--- src/design/ddcu_pkg.sv ---
// Shared constants, field layout and enumerations of the dual channel
// command and update logic. Assumes a byte level front end in front of it.
// Behaviour
// - A write to the broadcast address is acknowledged whatever the address select pins show.
// - The broadcast address is for writes only, so a broadcast read is never acknowledged.
// - The broadcast byte 00010000 is recognised beside the own seven bit address.
// - Command 000 writes the input register, 001 updates the output, 011 does both at once.
// - Command 010 writes the input register and updates every channel in the same cycle.
// - Commands 100 to 111 set power, reset, the load mask and the reference switch.
// - Channel code 000 picks channel A, 001 picks channel B and 111 picks both.
// - An input register takes a code only when a complete word has arrived: 24 bits, or 16 in a further block.
// - With the load strobe high an unmasked output holds until an update command, while inputs may be rewritten.
// - With the load strobe low the outputs follow the input registers.
// - An output only updates if its input was written since that output last updated.
// - Each word opens with a command byte: reserved, byte selection, three command, three channel bits.
// - With the byte selection bit set further blocks are two data bytes reusing the command.
// - The data bytes carry the code left justified, high byte first.
package ddcu_pkg;

   // ****************************************************************
   // Address and field layout
   // ****************************************************************
   localparam logic [4:0] OWN_ADDR_HI = 5'h03;
   localparam logic [7:0] BCAST_BYTE = 8'h10;
   localparam int RW_BIT = 0;
   localparam int RESERVED_BIT = 7;
   localparam int BYTE_SEL_BIT = 6;
   localparam int command_field_msb = 5;
   localparam int command_field_lsb = 3;
   localparam int channel_field_msb = 2;
   localparam int channel_field_lsb = 0;
   localparam int WORD_BITS = 16;
   localparam int NUM_CH = 2;

   // ****************************************************************
   // Reset values
   // ****************************************************************
   localparam logic [WORD_BITS-1:0] CODE_RST = 16'h0000;
   localparam logic [WORD_BITS-1:0] POWER_RST = 16'h0000;
   localparam logic [NUM_CH-1:0] MASK_RST = 2'h0;
   localparam logic REF_RST = 1'b0;

   // ****************************************************************
   // Enumerations
   // ****************************************************************
   typedef enum logic [2:0] {
      OP_WRITE = 3'h0,
      OP_UPDATE = 3'h1,
      OP_WRITE_UPD_ALL = 3'h2,
      OP_WRITE_UPD = 3'h3,
      OP_POWER = 3'h4,
      OP_RESET = 3'h5,
      OP_MASK = 3'h6,
      OP_REF = 3'h7
   } ddcu_op_e;

   localparam logic [2:0] CH_A = 3'h0;
   localparam logic [2:0] CH_B = 3'h1;
   localparam logic [2:0] CH_BOTH = 3'h7;

   typedef enum logic [2:0] {
      ST_IDLE = 3'h0,
      ST_ADDR = 3'h1,
      ST_CMD = 3'h3,
      ST_DHI = 3'h2,
      ST_DLO = 3'h6,
      ST_SKIP = 3'h7
   } ddcu_state_e;

endpackage

--- src/design/ddcu_chan_if.sv ---
// Carrier between the command decoder and one channel's register pair.
// Assumes both ends run on the same clock.
interface ddcu_chan_if #(
   parameter int W = 16
);
   logic wr;
   logic upd;
   logic clr;
   logic [W-1:0] code;
   logic [W-1:0] in_code;
   logic [W-1:0] out_code;
   logic dirty;

   modport ctrl (
      output wr,
      output upd,
      output clr,
      output code,
      input in_code,
      input out_code,
      input dirty
   );

   modport chan (
      input wr,
      input upd,
      input clr,
      input code,
      output in_code,
      output out_code,
      output dirty
   );
endinterface

--- src/design/ddcu_chan.sv ---
// Double buffered code storage of one converter channel.
// Assumes the decoder raises write requests as single cycles; update requests stay high while the load strobe is low or the channel is masked.
module ddcu_chan
   import ddcu_pkg::*;
(
   input wire logic clk,
   input wire logic sys_rst,
   ddcu_chan_if.chan port
);

   // ****************************************************************
   // Input register and written-since-update flag
   // ****************************************************************
   always_ff @(posedge clk or posedge sys_rst) begin
      if (sys_rst) begin
         port.in_code <= '0;
      end else if (port.clr) begin
         port.in_code <= '0;
      end else if (port.wr) begin
         port.in_code <= port.code;
      end
   end

   // A write in the same cycle as an update is consumed by that update,
   // so the flag only stays set when no update takes the new code.
   always_ff @(posedge clk or posedge sys_rst) begin
      if (sys_rst) begin
         port.dirty <= 1'b0;
      end else if (port.clr) begin
         port.dirty <= 1'b0;
      end else if (port.upd) begin
         port.dirty <= 1'b0;
      end else if (port.wr) begin
         port.dirty <= 1'b1;
      end
   end

   // ****************************************************************
   // Output register
   // ****************************************************************
   always_ff @(posedge clk or posedge sys_rst) begin
      if (sys_rst) begin
         port.out_code <= '0;
      end else if (port.clr) begin
         port.out_code <= '0;
      end else if (port.upd && port.wr) begin
         port.out_code <= port.code;
      end else if (port.upd && port.dirty) begin
         port.out_code <= port.in_code;
      end
   end

endmodule

--- src/design/ddcu_top.sv ---
// Command decoder and update control of a dual channel converter.
// Assumes a byte level serial front end that reports start, stop and
// each received byte as one-cycle pulses synchronous to clk.
module ddcu_top
   import ddcu_pkg::*;
#(
   parameter int DAC_BITS = 16
) (
   input wire logic clk,
   input wire logic sys_rst,
   input wire logic frame_start,
   input wire logic frame_stop,
   input wire logic byte_valid,
   input wire logic [7:0] byte_data,
   input wire logic [1:0] addr_sel,
   input wire logic load_strobe_n,
   output logic byte_ack,
   output logic read_selected,
   output logic [NUM_CH-1:0][DAC_BITS-1:0] dac_code,
   output logic [NUM_CH-1:0][DAC_BITS-1:0] input_code,
   output logic [NUM_CH-1:0] pending,
   output logic [WORD_BITS-1:0] power_word,
   output logic [NUM_CH-1:0] load_mask,
   output logic ref_enable
);

   // ****************************************************************
   // Declarations
   // ****************************************************************
   ddcu_state_e state_reg;
   ddcu_state_e state_next;
   logic [7:0] cmd_reg;
   logic [7:0] hi_reg;
   logic byte_ack_reg;
   logic read_selected_reg;
   logic [WORD_BITS-1:0] power_reg;
   logic [NUM_CH-1:0] mask_reg;
   logic ref_reg;
   logic [7:0] own_write_byte;
   logic [7:0] own_read_byte;
   logic match_write;
   logic match_read;
   logic accept;
   logic word_done;
   logic [WORD_BITS-1:0] word;
   logic [2:0] op;
   logic [2:0] chan;
   logic [NUM_CH-1:0] chan_sel;
   logic op_writes;
   logic op_upd_sel;
   logic op_upd_all;
   logic op_power;
   logic op_reset;
   logic op_mask;
   logic op_ref;

   // ****************************************************************
   // Address match
   // ****************************************************************
   assign own_write_byte = {OWN_ADDR_HI, addr_sel, 1'b0};
   assign own_read_byte = {OWN_ADDR_HI, addr_sel, 1'b1};
   // The broadcast byte carries a clear read bit, so its read form never
   // matches and a broadcast read stays unanswered.
   assign match_write = (byte_data == own_write_byte)
      || (byte_data == BCAST_BYTE);
   assign match_read = (byte_data == own_read_byte);

   // ****************************************************************
   // Byte sequencer
   // ****************************************************************
   always_comb begin
      state_next = state_reg;
      accept = 1'b0;
      if (frame_start) begin
         state_next = ST_ADDR;
      end else if (frame_stop) begin
         state_next = ST_IDLE;
      end else if (byte_valid) begin
         case (state_reg)
            ST_ADDR: begin
               if (match_write) begin
                  accept = 1'b1;
                  state_next = ST_CMD;
               end else if (match_read) begin
                  accept = 1'b1;
                  state_next = ST_SKIP;
               end else begin
                  state_next = ST_SKIP;
               end
            end
            ST_CMD: begin
               accept = 1'b1;
               state_next = ST_DHI;
            end
            ST_DHI: begin
               accept = 1'b1;
               state_next = ST_DLO;
            end
            ST_DLO: begin
               accept = 1'b1;
               if (cmd_reg[BYTE_SEL_BIT]) begin
                  state_next = ST_DHI;
               end else begin
                  state_next = ST_CMD;
               end
            end
            ST_IDLE: begin
               state_next = ST_IDLE;
            end
            ST_SKIP: begin
               state_next = ST_SKIP;
            end
            default: begin
               state_next = ST_IDLE;
            end
         endcase
      end
   end

   always_ff @(posedge clk or posedge sys_rst) begin
      if (sys_rst) begin
         state_reg <= ST_IDLE;
      end else begin
         state_reg <= state_next;
      end
   end

   always_ff @(posedge clk or posedge sys_rst) begin
      if (sys_rst) begin
         byte_ack_reg <= 1'b0;
      end else begin
         byte_ack_reg <= accept;
      end
   end

   always_ff @(posedge clk or posedge sys_rst) begin
      if (sys_rst) begin
         read_selected_reg <= 1'b0;
      end else if (frame_start || frame_stop) begin
         read_selected_reg <= 1'b0;
      end else if (byte_valid && state_reg == ST_ADDR && match_read) begin
         read_selected_reg <= 1'b1;
      end
   end

   // ****************************************************************
   // Word assembly
   // ****************************************************************
   // The reserved bit is stored but never acted upon.
   always_ff @(posedge clk or posedge sys_rst) begin
      if (sys_rst) begin
         cmd_reg <= 8'h00;
      end else if (byte_valid && state_reg == ST_CMD && !frame_start
                   && !frame_stop) begin
         cmd_reg <= byte_data;
      end
   end

   always_ff @(posedge clk or posedge sys_rst) begin
      if (sys_rst) begin
         hi_reg <= 8'h00;
      end else if (byte_valid && state_reg == ST_DHI && !frame_start
                   && !frame_stop) begin
         hi_reg <= byte_data;
      end
   end

   // A word cut short by a stop or a new start never reaches a register.
   assign word_done = byte_valid && state_reg == ST_DLO
      && !frame_start && !frame_stop;
   assign word = {hi_reg, byte_data};

   // ****************************************************************
   // Command decode
   // ****************************************************************
   assign op = cmd_reg[command_field_msb:command_field_lsb];
   assign chan = cmd_reg[channel_field_msb:channel_field_lsb];

   always_comb begin
      chan_sel = '0;
      case (chan)
         CH_A: begin
            chan_sel = 2'h1;
         end
         CH_B: begin
            chan_sel = 2'h2;
         end
         CH_BOTH: begin
            chan_sel = 2'h3;
         end
         default: begin
            chan_sel = '0;
         end
      endcase
   end

   // One flag per kind of action, so the combined codes simply raise two
   // of them and the channel logic never has to decode the field itself.
   always_comb begin
      op_writes = 1'b0;
      op_upd_sel = 1'b0;
      op_upd_all = 1'b0;
      op_power = 1'b0;
      op_reset = 1'b0;
      op_mask = 1'b0;
      op_ref = 1'b0;
      case (op)
         OP_WRITE: begin
            op_writes = 1'b1;
         end
         OP_UPDATE: begin
            op_upd_sel = 1'b1;
         end
         OP_WRITE_UPD_ALL: begin
            op_writes = 1'b1;
            op_upd_all = 1'b1;
         end
         OP_WRITE_UPD: begin
            op_writes = 1'b1;
            op_upd_sel = 1'b1;
         end
         OP_POWER: begin
            op_power = 1'b1;
         end
         OP_RESET: begin
            op_reset = 1'b1;
         end
         OP_MASK: begin
            op_mask = 1'b1;
         end
         OP_REF: begin
            op_ref = 1'b1;
         end
         default: begin
            op_writes = 1'b0;
         end
      endcase
   end

   // ****************************************************************
   // Control settings
   // ****************************************************************
   always_ff @(posedge clk or posedge sys_rst) begin
      if (sys_rst) begin
         power_reg <= POWER_RST;
      end else if (word_done && op_reset) begin
         power_reg <= POWER_RST;
      end else if (word_done && op_power) begin
         power_reg <= word;
      end
   end

   always_ff @(posedge clk or posedge sys_rst) begin
      if (sys_rst) begin
         mask_reg <= MASK_RST;
      end else if (word_done && op_reset) begin
         mask_reg <= MASK_RST;
      end else if (word_done && op_mask) begin
         mask_reg <= word[NUM_CH-1:0];
      end
   end

   always_ff @(posedge clk or posedge sys_rst) begin
      if (sys_rst) begin
         ref_reg <= REF_RST;
      end else if (word_done && op_reset) begin
         ref_reg <= REF_RST;
      end else if (word_done && op_ref) begin
         ref_reg <= word[0];
      end
   end

   // ****************************************************************
   // Channels
   // ****************************************************************
   // A masked channel sees the load strobe as held low, so it updates
   // right after each write without waiting for the pin.
   for (genvar i = 0; i < NUM_CH; i++) begin : g_ch
      ddcu_chan_if #(.W(DAC_BITS)) cif ();

      assign cif.wr = word_done && op_writes && chan_sel[i];
      assign cif.upd = (word_done && op_upd_all)
         || (word_done && op_upd_sel && chan_sel[i])
         || !load_strobe_n
         || mask_reg[i];
      assign cif.clr = word_done && op_reset;
      assign cif.code = word[WORD_BITS-1 -: DAC_BITS];

      ddcu_chan u_chan (
         .clk(clk),
         .sys_rst(sys_rst),
         .port(cif.chan)
      );

      assign dac_code[i] = cif.out_code;
      assign input_code[i] = cif.in_code;
      assign pending[i] = cif.dirty;
   end

   // ****************************************************************
   // Outputs
   // ****************************************************************
   assign byte_ack = byte_ack_reg;
   assign read_selected = read_selected_reg;
   assign power_word = power_reg;
   assign load_mask = mask_reg;
   assign ref_enable = ref_reg;

endmodule

--- config.mk ---
export PLATFORM = sky130hd
export DESIGN_NAME = ddcu_top
export DESIGN_NICKNAME = d
export VERILOG_FILES = /design/src/design/ddcu_pkg.sv /design/src/design/ddcu_chan_if.sv /design/src/design/ddcu_chan.sv /design/src/design/ddcu_top.sv
export SDC_FILE = /design/constraint.sdc
export NUM_CORES = 1
export LEC_CHECK = 0
export BUFFER_PORTS_ARGS = -buffer_cell sky130_fd_sc_hd__buf_4
export CAP_MARGIN = 5
export CORE_MARGIN = 2
export CORE_UTILIZATION = 42
export DETAILED_ROUTE_END_ITERATION = 7
export GPL_ROUTABILITY_DRIVEN = 0
export SETUP_SLACK_MARGIN = 0.05
export SKIP_LAST_GASP = 1
export SLEW_MARGIN = 20
export SYNTH_ARGS = -nofsm -noshare
export SYNTH_HDL_FRONTEND = slang
export SYNTH_SLANG_ARGS = --single-unit
--- constraint.sdc ---
create_clock -name clk -period 6.97 [get_ports clk]
set_input_delay 1.0455 -clock clk [delete_from_list [all_inputs] [get_ports clk]]
set_output_delay 1.0455 -clock clk [all_outputs]
set_load 0.1 [all_outputs]
==> reports/results.tsv <==
stage	metric	value	unit
status	outcome	complete, no violations	
sta	setup_viol	0	
finish	final_common_cell	nand2_1	
synthesis	synth_top_area_frac	0.516	
synthesis	async_flop_share	1.00	
synthesis	ys_seq_area_frac	0.516	
synthesis	synth-edff-count	0	
finish	mostFrequentLayoutCells	113 x nand2_1, 110 x buf_4, 105 x dfrtp_1, 32 x mux2i_1, 31 x a22oi_1	
detailed_routing	postRouteAntennaNets	0	
detailed_routing	drc	0	
grt	grt_max_degree	68	
setup_path	arrival	3.18	ns
floorplan	dieArea	13000	µm²
cts	cts.clk_slew.worst_paths	0.07	ns
grt	grt_pass1_wl	21300	µm
detailed_routing	routed-via-count	3953	
cts	cts_made_buffers	9	
finish	drive_above_1_share	0.299	
sta	worst_pin_slew	1.09	ns
sta	maxSlewHeadroom	0.270	
synthesis	synth-main-ff-cell	dfrtp_1	
synthesis	ys_seq_elements	105	
flow_run	cap_violations	0	
detailed_routing	wire_per_inst	18.2	µm
grt	grt-ovfl-total	0	
power	pwr-share-seq	0.508	
synthesis	synth_compound_area_frac	0.135	
setup_path	cp-end-kind	flop	
power	p_clk_frac	0.421	
synthesis	yosys.area_share.adder	0	
power	power_density	204	nW/µm²
synthesis	yosys.area_share.simple	0.164	
setup_path	crit_required	7.21	ns
cts	cts_root_buf	clkbuf_16	
floorplan	coreArea	11900	µm²
floorplan	start_util	0.427	
floorplan	pin_count	103	
grt	grt_pass1_vias	3872	
floorplan	fp-row-count	40	
placed_design	place_ws	3.65	ns
detailed_routing	drt-total-wl	13300	µm
detailed_routing	via_per_inst	5.42	
synthesis	synth_nets	507	
cts	h-tree-depth	3	
cts	post_cts_resized	0	
sta	worst_slack	4.04	ns
setup_path	start_kind	input port	
power	power.internal	955	µW
synthesis	yosys.area_share.xor_xnor	0.00516	
power	power.leakage	0.00308	µW
finish	area_growth	22.4	%
cts	clk_latency	0.35	ns
synthesis	postSynthCellCount	491	
floorplan	die_x	114	µm
power	sw_frac_of_total	0.251	
sta	setup-tns-final	0	ns
finish	fillerInstances	1077	
synthesis	yosysTopAreaCell	dfrtp_1	
cts	clockBufferDepth	2	
synthesis	yosys_warnings	0	
cts	ctsHoldBuffers	0	
setup_path	rr_startpoint	cmd_reg[3]	
detailed_routing	drt_iter0_markers	237	
floorplan	die_h	114	µm
synthesis	synth_area	5090	µm²
hold_path	hold_path_class	reg -> reg	
power	pwr-share-comb	0.072	
cts	tritoncts	done	
placed_design	dp_hpwl	9140	µm
synthesis	synth.distinct_cells	52	
setup_path	reg2reg_to	g_ch[0].u_chan.port.out_code[6]	
finish	antenna_cells	0	
placed_design	io_buffers	102	
sta	fmax	341	MHz
power	p_sw	320	µW
grt	grt_usage	0.213	
sta	finalMaxSlewViolations	0	
power	ir_drop	0.0909	mV
setup_path	r2r_cells	5	
grt	grt_antenna_before_repair	0	
synthesis	synth_top_family_by_area	simple AND/OR/NAND/NOR gates	
cts	postCtsSetupBuffers	0	
setup_path	worstSetupPathType	in -> reg	
cts	cts_sinks	105	
sta	fin_skew	0.00626	ns
sta	rsz0062_at_grt	false	
sta	hold_viol_final	0	
hold_path	min_path_cells	2	
setup_path	crit_fanout	24	
sta	finalCritPeriodShare	0.421	
synthesis	synthMuxAreaShare	0.132	
hold_path	worstHoldEndpoint	power_word[1]	
finish	nNetsFinal	593	
detailed_routing	dr.pass1.iters	4	
hold_path	worstHoldStart	power_word[1]	
synthesis	avgSynthCellArea	10.4	µm²
setup_path	reg2reg_slack	4.24	ns
sta	period_needed	2.93	ns
synthesis	synth.area.top_cells	dfrtp_1 52%, nand2_1 8.3%, mux2i_1 6.3%, a22oi_1 4.6%, mux2_2 4.0%	
## metrics by stage
step	power [µW]	hold WS (ns)	util	instance area [µm²]	std cells
after CTS	1290	0.490	0.523	6230	729
final	1270	0.480	0.523	6230	729
after detailed placement	751	0.474	0.497	5920	713
after floorplan	719	0.505	-	5090	491
after global routing	1320	0.524	0.523	6230	729
after global placement	748	0.471	0.497	5920	713
## how the worst max path moves through the flow
stage / slack (ns) / endpoint / from / cells after the start
6_report: 4.04 / g_ch[0].u_chan.port.out_code[6] / frame_start / 6
5_1_grt: 3.82 / g_ch[0].u_chan.port.out_code[14] / frame_start / 6
4_1_cts: 4.03 / g_ch[0].u_chan.port.out_code[6] / frame_start / 6
3_5_place_dp: 3.65 / g_ch[0].u_chan.port.out_code[6] / frame_start / 6
3_3_place_gp: 3.69 / g_ch[0].u_chan.port.out_code[4] / frame_start / 6
2_1_floorplan: 3.16 / byte_ack / sys_rst / 1
## power by group through the flow
| stage | logic (µW) | registers [µW] | clock network, µW |
|---|---|---|---|
| detailed placement | 92.3 | 659 | 0 |
| floorplan | 68.9 | 650 | 0 |
| global route | 101 | 651 | 570 |
| CTS | 92.7 | 647 | 548 |
| global placement | 90.2 | 658 | 0 |
| finish | 91.5 | 647 | 536 |
## per-layer routing
metal | GRT usage | part of all wire
met3 | 0.0371 | 0.052
met1 | 0.299 | 0.46
met4 | 0.0699 | 0.016
met5 | 0 | 0
met2 | 0.337 | 0.48
## critical path, stage by stage
cell,delay (ns)
buf_4,0.13
nor2_1,0.31
nand4_1,0.92
nand2_1,0.35
mux2i_1,0.11
mux2_4,0.29
## Yosys cell counts, types with 6 or more instances
cell type,n
buf_2,10
mux2i_1,32
nor3_1,7
mux2_2,18
nor2_1,26
inv_1,12
o21ai_0,18
clkbuf_1,17
a22oi_1,31
dfrtp_1,105
mux2_4,10
a22o_1,8
nand2_1,113
a21oi_1,22
nor2b_1,6
## layout make-up
| cell class | instances | area (µm²) | share of cell area |
|---|---|---|---|
| Timing Repair Buffer | 110 | 826 | 0.133 |
| Tap cell | 147 | 184 | 0.0295 |
| Sequential cell | 105 | 2630 | 0.422 |
| Multi-Input combinational cell | 339 | 2230 | 0.358 |
| Inverter | 12 | 47.5 | 0.00763 |
| Clock inverter | 4 | 58.8 | 0.00944 |
| Clock buffer | 12 | 256 | 0.0412 |
## kinds of logic after synthesis
group                  after synthesis
AO/OA/AOI/OAI                       97
multiplexers                        60
AND/OR/NAND/NOR                    179
XOR/XNOR                             3
buffers and inverters               47
flip-flops                         105
No activity file was read; power rests on OpenSTA's default activity.
